`src/dmhp_defines.vh`:
```
`ifndef DMHP_DEFINES_VH
`define DMHP_DEFINES_VH
`define DMHP_ADDR_W 6
`define DMHP_DATA_W 8
`define DMHP_NUM_REGS 64
`define DMHP_CLK_PERIOD_NS 10
`define DMHP_RD_VALID_NS 96
`define DMHP_RD_VALID_CYC (`DMHP_RD_VALID_NS / `DMHP_CLK_PERIOD_NS)
`define DMHP_RELEASE_NS 10
`define DMHP_RELEASE_CYC (`DMHP_RELEASE_NS / `DMHP_CLK_PERIOD_NS)
`define DMHP_STYLE_STROBE 1'b0
`define DMHP_STYLE_SEPARATE 1'b1
`define DMHP_REG_RESET 8'h00
`endif

```
`src/dmhp_sync.v`:
```
`timescale 1ns/100ps
// two-flop synchroniser, reset to the idle (high) level
module dmhp_sync (
    input wire clk_sys,
    input wire rst,
    input wire d,
    output wire q
);
    reg s1_q;
    reg s2_q;
    always @(posedge clk_sys or posedge rst) begin
        if (rst) begin
            s1_q <= 1'b1;
            s2_q <= 1'b1;
        end else begin
            s1_q <= d;
            s2_q <= s1_q;
        end
    end
    assign q = s2_q;
endmodule // dmhp_sync

```
`src/dmhp_port.v`:
```
`timescale 1ns/100ps
`include "dmhp_defines.vh"
// Behaviour
// RULE_01 - host: address, select, then write strobe
// RULE_02 - ready low once write can be accepted
// RULE_03 - capture write data on strobe rising edge
// RULE_04 - host without handshake holds strobe 120 ns
// RULE_05 - host: address, select, then read strobe
// RULE_06 - drive read data, then ready low; code drives data and ready low in the same cycle
// RULE_07 - host samples read data at strobe rise
// RULE_08 - read data valid within 96 ns
// RULE_09 - release bus and ready after read
// RULE_10 - host: read/write low marks strobe-style write
// RULE_11 - acknowledge low when write data accepted
// RULE_12 - host: read/write high marks strobe-style read
// RULE_13 - read data and acknowledge driven together
// RULE_14 - host samples data at strobe rise
// RULE_15 - host without acknowledge holds strobe 120 ns
// RULE_16 - release acknowledge and bus after strobe rise
// RULE_17 - strap picks bus style, low strobe style
// RULE_18 - six-bit address, eight-bit data, bit7 msb
// RULE_19 - deselected: ignore strobes, outputs released
// RULE_20 - synchronise strobes, one write per pulse
module dmhp_port (
    input wire clk_sys,
    input wire rst,
    input wire bus_style_select,
    input wire sel_n,
    input wire [`DMHP_ADDR_W-1:0] reg_addr,
    input wire wr_strobe_n,
    input wire rd_strobe_n,
    input wire [`DMHP_DATA_W-1:0] host_data_i,
    output wire [`DMHP_DATA_W-1:0] host_data_o,
    output wire host_data_oe,
    output wire transfer_ack_n_o,
    output wire transfer_ack_n_oe,
    output wire [`DMHP_DATA_W-1:0] reg_rd_probe
);
    localparam ST_IDLE = 2'h0;
    localparam ST_ACT = 2'h1;
    localparam ST_DONE = 2'h2;

    // strap is static; caught once after reset release
    reg style_q;
    reg style_valid_q;
    wire sel_s;
    wire pin86_s;
    wire pin85_s;
    reg [1:0] state_q;
    reg [1:0] state_d;
    reg is_read_q;
    reg [`DMHP_ADDR_W-1:0] addr_q;
    reg [`DMHP_DATA_W-1:0] dout_q;
    reg data_oe_q;
    reg ack_q;
    reg [`DMHP_DATA_W-1:0] regs [0:`DMHP_NUM_REGS-1];
    reg [`DMHP_DATA_W-1:0] wdata_q;
    integer i;

    dmhp_sync u_sel (.clk_sys(clk_sys), .rst(rst), .d(sel_n), .q(sel_s));
    dmhp_sync u_p86 (.clk_sys(clk_sys), .rst(rst), .d(wr_strobe_n), .q(pin86_s));
    dmhp_sync u_p85 (.clk_sys(clk_sys), .rst(rst), .d(rd_strobe_n), .q(pin85_s));

    always @(posedge clk_sys or posedge rst) begin
        if (rst) begin
            style_q <= `DMHP_STYLE_SEPARATE;
            style_valid_q <= 1'b0;
        end else if (!style_valid_q) begin
            style_q <= bus_style_select; // RULE_17
            style_valid_q <= 1'b1;
        end
    end

    // decode: separate style uses pin86 as write, pin85 as read;
    // strobe style uses pin86 as strobe, pin85 as read/write

    // write request for the selected style
    function wr_req_f;
        input sep_f;
        input p86_f;
        input p85_f;
        begin
            if (sep_f) begin
                // both strobes low is illegal, so read strobe must be idle
                wr_req_f = !p86_f && p85_f;
            end else begin
                wr_req_f = !p86_f && !p85_f;
            end
        end
    endfunction

    // read request for the selected style
    function rd_req_f;
        input sep_f;
        input p86_f;
        input p85_f;
        begin
            if (sep_f) begin
                rd_req_f = !p85_f && p86_f;
            end else begin
                rd_req_f = !p86_f && p85_f;
            end
        end
    endfunction

    // any strobe still held; read/write level alone is not a strobe
    function strobe_on_f;
        input sep_f;
        input p86_f;
        input p85_f;
        begin
            if (sep_f) begin
                strobe_on_f = !p86_f || !p85_f;
            end else begin
                strobe_on_f = !p86_f;
            end
        end
    endfunction

    wire sep = (style_q == `DMHP_STYLE_SEPARATE);
    wire wr_req = wr_req_f(sep, pin86_s, pin85_s);
    wire rd_req = rd_req_f(sep, pin86_s, pin85_s);
    wire strobe_on = strobe_on_f(sep, pin86_s, pin85_s);
    wire start = style_valid_q && !sel_s && (wr_req || rd_req); // RULE_19

    // synchronised strobe rise ends the access
    wire end_access = (state_q == ST_ACT) && !strobe_on;

    // select dropped with the strobe still low: abandon, no write
    wire abort_access = (state_q == ST_ACT) && strobe_on && sel_s; // RULE_19

    always @* begin
        state_d = state_q;
        case (state_q)
            ST_IDLE: begin
                if (start) begin
                    state_d = ST_ACT;
                end
            end
            ST_ACT: begin
                // rising strobe ends the access
                if (!strobe_on) begin
                    state_d = ST_DONE;
                end else if (sel_s) begin
                    // otherwise a host that walks away would hold the bus forever
                    state_d = ST_DONE;
                end
            end
            ST_DONE: begin
                state_d = ST_IDLE;
            end
            default: begin
                state_d = ST_IDLE;
            end
        endcase
    end

    always @(posedge clk_sys or posedge rst) begin
        if (rst) begin
            state_q <= ST_IDLE;
            is_read_q <= 1'b0;
            addr_q <= {`DMHP_ADDR_W{1'b0}};
            dout_q <= `DMHP_REG_RESET;
            data_oe_q <= 1'b0;
            ack_q <= 1'b0;
            wdata_q <= `DMHP_REG_RESET;
        end else begin
            state_q <= state_d;
            // track live data while strobe is low; last value before rise wins
            wdata_q <= host_data_i;
            if (state_q == ST_IDLE && start) begin
                is_read_q <= rd_req;
                addr_q <= reg_addr; // RULE_18
                ack_q <= 1'b1; // RULE_02 RULE_11
                if (rd_req) begin
                    dout_q <= regs[reg_addr]; // RULE_06 RULE_13
                    data_oe_q <= 1'b1; // RULE_08
                end
            end else if (end_access) begin
                ack_q <= 1'b0; // RULE_09 RULE_16
                data_oe_q <= 1'b0; // RULE_09 RULE_16
            end else if (abort_access) begin
                // let go of the pins at once, nothing is written
                ack_q <= 1'b0; // RULE_19
                data_oe_q <= 1'b0; // RULE_19
            end
        end
    end

    // data held in a two-deep pipe so the pre-rise sample is used
    reg [`DMHP_DATA_W-1:0] wdata_prev_q;
    always @(posedge clk_sys or posedge rst) begin
        if (rst) begin
            wdata_prev_q <= `DMHP_REG_RESET;
        end else begin
            wdata_prev_q <= wdata_q;
        end
    end

    // write once per pulse, at the synchronised rising edge
    // one cycle in ACT only, so a long strobe still writes once
    wire do_write = end_access && !is_read_q; // RULE_03 RULE_20

    always @(posedge clk_sys or posedge rst) begin
        if (rst) begin
            for (i = 0; i < `DMHP_NUM_REGS; i = i + 1) begin
                regs[i] <= `DMHP_REG_RESET;
            end
        end else if (do_write) begin
            regs[addr_q] <= wdata_prev_q; // RULE_03
        end
    end

    assign host_data_o = dout_q;
    assign host_data_oe = data_oe_q; // RULE_19
    assign transfer_ack_n_o = ~ack_q;
    assign transfer_ack_n_oe = ack_q; // RULE_19
    assign reg_rd_probe = regs[addr_q];
endmodule // dmhp_port

```
`config.mk`:
```
export PLATFORM = sky130hd
export DESIGN_NAME = dmhp_port
export DESIGN_NICKNAME = d
export VERILOG_FILES = /design/src/dmhp_sync.v /design/src/dmhp_port.v
export VERILOG_INCLUDE_DIRS = /design/src /design/src/src
export SDC_FILE = /design/constraint.sdc
export NUM_CORES = 1
export LEC_CHECK = 0
export BUFFER_PORTS_ARGS = -buffer_cell sky130_fd_sc_hd__buf_2
export CAP_MARGIN = 20
export CORE_MARGIN = 4
export CORE_UTILIZATION = 46
export CTS_CLUSTER_DIAMETER = 50
export DETAILED_ROUTE_END_ITERATION = 10
export PLACE_DENSITY = 0.68
export SYNTH_ARGS = -nofsm -noshare
export SYNTH_HDL_FRONTEND = slang
export SYNTH_SLANG_ARGS = --single-unit
```
`constraint.sdc`:
```
create_clock -name clk_sys -period 22.6 [get_ports clk_sys]
set_clock_uncertainty 0.1 [all_clocks]
set_input_delay 2.26 -clock clk_sys [delete_from_list [all_inputs] [get_ports clk_sys]]
set_output_delay 2.26 -clock clk_sys [all_outputs]
set_load 0.01 [all_outputs]
```
# After elaboration in Yosys (flattened, before gate mapping)
# Index checks and enable logic that the tools add are counted.
# classes
mul	0
magnitude_cmp	3
n_shift	0
n_eq_ne	4
div_mod_pow	0
addsub	0
bitwise_logic	3
mux	21
n_reduce_logical	23
# op_table
op	n
$bwmux W512	1
$bmux W8 S6	2
$demux W8 S6	1
$mux W8	5
$ge A7 B7 Y1 const B	2
$not A6 Y7	2
$logic_and A1 B1 Y1	11
$mux W1	8
$lt A7 B1 Y1 const B	1
$mux W2	3
$reduce_and A2 Y1	3
$logic_not A1 Y1	5
$ne A2 B2 Y1 const B	2
$pmux W2 S2	1
$ne A3 B2 Y1 const B	1
$reduce_bool A3 Y1	1
$eq A2 B1 Y1 const B	1
$logic_not A2 Y1	1
$logic_or A1 B1 Y1	2
$not A1 Y1	1
# word_totals
ff_bits	555
memories	0
input_bits	20
mem_bits_rw	0
rom_bits	0
output_inout_bits	19
latch_bits	0
word_cells	134

# Logic depth before layout (Yosys ltp)
# logic_depth
word_depth	8
ltp_mapped	11
ltp_nobuf	6

# Hierarchy
# A second synthesis with hierarchy kept.
# hier_totals
cells_unflattened	2091
area_unflattened_um2	29390.7
# by_module_without_submodules
mod	area_each_um2	cells_each	seq_area_each_um2	n_inst
dmhp_port	29221.8	2082	13739.4	1
dmhp_sync	56.3	3	52.6	3

# Worst setup path after synthesis
# No wires, ideal clock.
# synth_path
path_type	register to output
start	register addr_q[0]
end	output port reg_rd_probe[4]
stages_incl_launch_ff	8
n_path_buf	3
required_time_ns	20.240
setup_slack_ns	17.821
arrival_time_ns	2.419
cell_sequence	dfrtp_1 buf_6 buf_4 buf_2 mux4_2 mux2i_1 nor2_1 or4b_2
# synth_between
elab_chain_cells	4
# synth_lines
element	line_no	rtl
start, declared	dmhp_port.v:52	reg [`DMHP_ADDR_W-1:0] addr_q;
start signal, assigned	dmhp_port.v:162	addr_q <= {`DMHP_ADDR_W{1'b0}};
start signal, assigned	dmhp_port.v:173	addr_q <= reg_addr;
$not A6 Y7 (not written as such)	dmhp_port.v:218	assign reg_rd_probe = regs[addr_q];
$bmux W8 S6	dmhp_port.v:218	
$mux W8 (not written as such) (2 in a row)	dmhp_port.v:218	
end, declared	dmhp_port.v:37	output wire [`DMHP_DATA_W-1:0] reg_rd_probe
# No other way between the ends. The select of a mux whose other input is x is not followed.

# Worst setup path after layout
# layout_path
start	register addr_q[0]
end	output port reg_rd_probe[6]
# Same word-level chain as after synthesis.

==> impl_results.md <==
* Residual DRC at 0
* # clock sinks at 555
* Post-layout total power at 2.756 mW
* Total clock buffers created by CTS at 66
* Number of iterations in the first detailed-routing pass at 6
* Max cap viols at 0
* Lkg Pwr at 14.53 nW
* Max rail drop VDD at 0.00006260 V
* Worst-margin pin slew at 1.199 ns
* Die outline width at 259.1 um
* Final Non-Filler Cells at 2,899
* Mean cell area of the mapped netlist at 14.27 um2
* Leading area contributor after synthesis: sky130_fd_sc_hd__dfrtp_1
* Distinct cells, synth at 55
* Critical Path End Type: primary output
* Total count of hold-check failures in the final report at 0
* Die extent in y at 259.1 um
* Global-route wire length before repair at 135,900 um
* Critical setup path kind: reg2out
* CP startpoint kind: register
* Instance area at placement at 29,890 um2
* Synth Cell Area at 29,010 um2
* Unrepaired setup endpoints after global routing: false
* Final antenna-violating net count at 0
* Violation count after the first detailed-route iteration at 2,176
* Number of primary I/O pins at 39
* Setup_tns at 0 ns
* Largest net degree at the start of global routing at 162
* Syn. warnings at 0
* Data arrival time of the critical path at 5.23 ns
* Post-synth top area share at 47.28%
* Final layout net count at 2,030
* Hold Buf Count CTS at 0
* Initial core utilization at 46.74%
* Number of global-route vias before repair at 19,990
* Final Slew Violations at 0
* Fraction of layout cells with a size suffix above 1 at 50.17%
* Cell types with the largest area share after synthesis: sky130_fd_sc_hd__dfrtp_1 (47%), sky130_fd_sc_hd__mux2_2 (22%), sky130_fd_sc_hd__mux4_2 (14%)
* Data required time of the critical path at 20.24 ns
* Clk root buf: sky130_fd_sc_hd__clkbuf_16
* Power density cells at 85.52 nW/um2
* Count of fill cells added during filler insertion at 5,164
* Total placed cells including tap cells at 2,775
* Die Area at 67,140 um2
* Leftover overflow at the end of global routing at 0
* Clock tree from TritonCTS: done
* CP max FO at 37
* Hold Path Class: reg2reg
* Number of standard-cell rows in the floorplan at 91
* Total wire length after detailed routing at 90,620 um
* Port-buffer cells at 38
* Cell count after synthesis at 2,032
* FMAX at 131.7 MHz
* Minimum setup slack in the final design at 15.01 ns
* Layout overhead on the synthesized area at 11.11%
* Post-CTS setup repair buffer count at 0
* Drt wl/cell at 31.26 um
* Number of synthesized flops with an enable pin at 0
* Maximum count of clock buffers along a single path at 3
* Clock slew at reported path FFs at 0.06 ns
* Antenna violations before repair at 5
* Leading register cell type out of synthesis: sky130_fd_sc_hd__dfrtp_1
* Area of the core region at 62,050 um2
* Total of cells resized after clock tree synthesis at 0
* Setup violations, final at 0
* Seq/Total Area, Yosys at 47.91%
* Syn nets at 2,052
* Worst relative slew slack at 19.88%
* Number of H-tree levels at 3
* Setup WS pre-CTS at 15.66 ns
* Synthesis-stage register bit count at 555
* Post-layout instance area at 32,230 um2
* DR vias at 19,600
* Global-route total usage across every layer at 27.04%
* Final clock period utilization by the worst path at 33.60%
* HPWL after detailed placement at 57,720 um
* Async set-or-reset flop fraction in the synthesized netlist at 100.0%
* Final estimated routing congestion in global placement at 0.9862
* Post-DR vias/cell at 6.761
* Outcome: completed
* Worst skew pair latency at 0.61 ns
* Final min period at 7.594 ns
-- stage by stage --
| step | hold slack, ns | utilization (%) |
|---|---|---|
| 2_1_floorplan | 0.2312 | - |
| 3_3_place_gp | 0.2341 | 48.10 |
| 3_5_place_dp | 0.2346 | 48.16 |
| 4_1_cts | 0.2479 | 51.79 |
| 5_1_grt | 0.2531 | 51.93 |
| 6_report | 0.2460 | 51.94 |
-- cells in the final DEF (no fill, tap or decap), types with 34 or more instances in the layout --
master | synthesis | layout
sky130_fd_sc_hd__a221oi_1 | 54 | 54
sky130_fd_sc_hd__nand2_1 | 39 | 39
sky130_fd_sc_hd__mux4_2 | 180 | 180
sky130_fd_sc_hd__a22oi_1 | 38 | 38
sky130_fd_sc_hd__clkbuf_16 | 0 | 71
sky130_fd_sc_hd__dfrtp_1 | 548 | 537
sky130_fd_sc_hd__mux2i_1 | 81 | 81
sky130_fd_sc_hd__buf_4 | 8 | 37
sky130_fd_sc_hd__nor2_2 | 58 | 61
sky130_fd_sc_hd__a21oi_1 | 34 | 34
sky130_fd_sc_hd__mux2_2 | 579 | 579
sky130_fd_sc_hd__nor2_1 | 40 | 37
sky130_fd_sc_hd__buf_2 | 47 | 35
-- flip-flops by register name, summed over array words and instances, names as in the netlist, 2 cells and up --
| register | count |
|---|---|
| regs | 512 |
| host_data_o | 8 |
| wdata_prev_q | 8 |
| wdata_q | 8 |
| addr_q | 6 |
| state_q | 2 |
-- worst max-delay path: stages (launching register included) --
cell                       delay, ns
sky130_fd_sc_hd__dfrtp_4        0.80
sky130_fd_sc_hd__buf_4          0.65
sky130_fd_sc_hd__buf_4          0.55
sky130_fd_sc_hd__inv_1          0.08
sky130_fd_sc_hd__buf_4          0.27
sky130_fd_sc_hd__a221oi_1       0.34
sky130_fd_sc_hd__o22ai_1        0.15
sky130_fd_sc_hd__nor2b_1        0.24
sky130_fd_sc_hd__or4_1          0.65
sky130_fd_sc_hd__or4_1          0.63
sky130_fd_sc_hd__buf_2          0.18
-- cells in the mapped netlist (5+ instances only) --
master,count
sky130_fd_sc_hd__mux2_2,579
sky130_fd_sc_hd__dfrtp_1,548
sky130_fd_sc_hd__mux4_2,180
sky130_fd_sc_hd__clkbuf_1,91
sky130_fd_sc_hd__mux2i_1,81
sky130_fd_sc_hd__nor2_2,58
sky130_fd_sc_hd__a221oi_1,54
sky130_fd_sc_hd__buf_2,47
sky130_fd_sc_hd__nor2_1,40
sky130_fd_sc_hd__nand2_1,39
sky130_fd_sc_hd__a22oi_1,38
sky130_fd_sc_hd__a21oi_1,34
sky130_fd_sc_hd__o22ai_1,32
sky130_fd_sc_hd__o21ai_0,29
sky130_fd_sc_hd__buf_1,23
sky130_fd_sc_hd__a211oi_1,17
sky130_fd_sc_hd__nor2b_1,17
sky130_fd_sc_hd__a22o_1,8
sky130_fd_sc_hd__buf_4,8
sky130_fd_sc_hd__dfstp_2,7
sky130_fd_sc_hd__or4_1,7
sky130_fd_sc_hd__a221o_1,6
sky130_fd_sc_hd__inv_1,6
sky130_fd_sc_hd__nand2b_1,6
sky130_fd_sc_hd__o221ai_1,6
sky130_fd_sc_hd__o2bb2ai_1,6
sky130_fd_sc_hd__nand3_1,5
sky130_fd_sc_hd__or3_1,5
-- layout make-up --
class                           instances  area [um2]  area share, %
Clock inverter                         20       249.0         0.7726
Multi-Input combinational cell       1299       14350          44.53
Sequential cell                       555       13920          43.19
Antenna cell                            1       2.502       0.007765
Tap cell                              837        1047          3.249
Inverter                                7       33.78         0.1048
Clock buffer                           99        2002          6.212
Timing Repair Buffer                   81       623.1          1.933
-- cell families after synthesis --
| group | after synthesis | synth area share, % |
|---|---|---|
| DFF | 555 | 47.91 |
| buffers and inverters | 178 | 2.661 |
| muxes | 840 | 39.25 |
| other | 1 | 0.01293 |
| and+or+nand+nor | 204 | 3.830 |
| AOI/OAI and AO/OA | 254 | 6.337 |
-- metal layers --
| metal | global-route usage (%) | vias to the layer above | wire, um |
|---|---|---|---|
| met5 | 0 | - | 0 |
| met4 | 10.99 | 0 | 4437 |
| met3 | 7.736 | 273 | 9343 |
| met2 | 40.36 | 1054 | 40770 |
| met1 | 37.53 | 10460 | 36070 |
| li1 | - | 7810 | - |
-- final timing paths --
kind | slack (ns) | start | depth (start not counted) | endpoint
hold / removal | 0.25 | wdata_q[3] | 0 | wdata_prev_q[3]
setup / recovery | 15.01 | addr_q[0] | 10 | reg_rd_probe[6]
min in group asynchronous | 1.69 | rst | 2 | regs[13]
hold reg to reg | 0.25 | wdata_q[3] | 0 | wdata_prev_q[3]
setup reg to reg | 17.51 | addr_q[0] | 8 | regs[470]
max in group asynchronous | 18.35 | rst | 4 | regs[388]
-- where the power goes --
part | total [mW] | switching (mW) | internal (mW)
clock network | 1.10 | 0.432 | 0.671
logic | 0.518 | 0.322 | 0.196
registers | 1.14 | 0.0780 | 1.06
total | 2.76 | 0.831 | 1.93
Note: power is estimated with default switching activity, not from simulation.
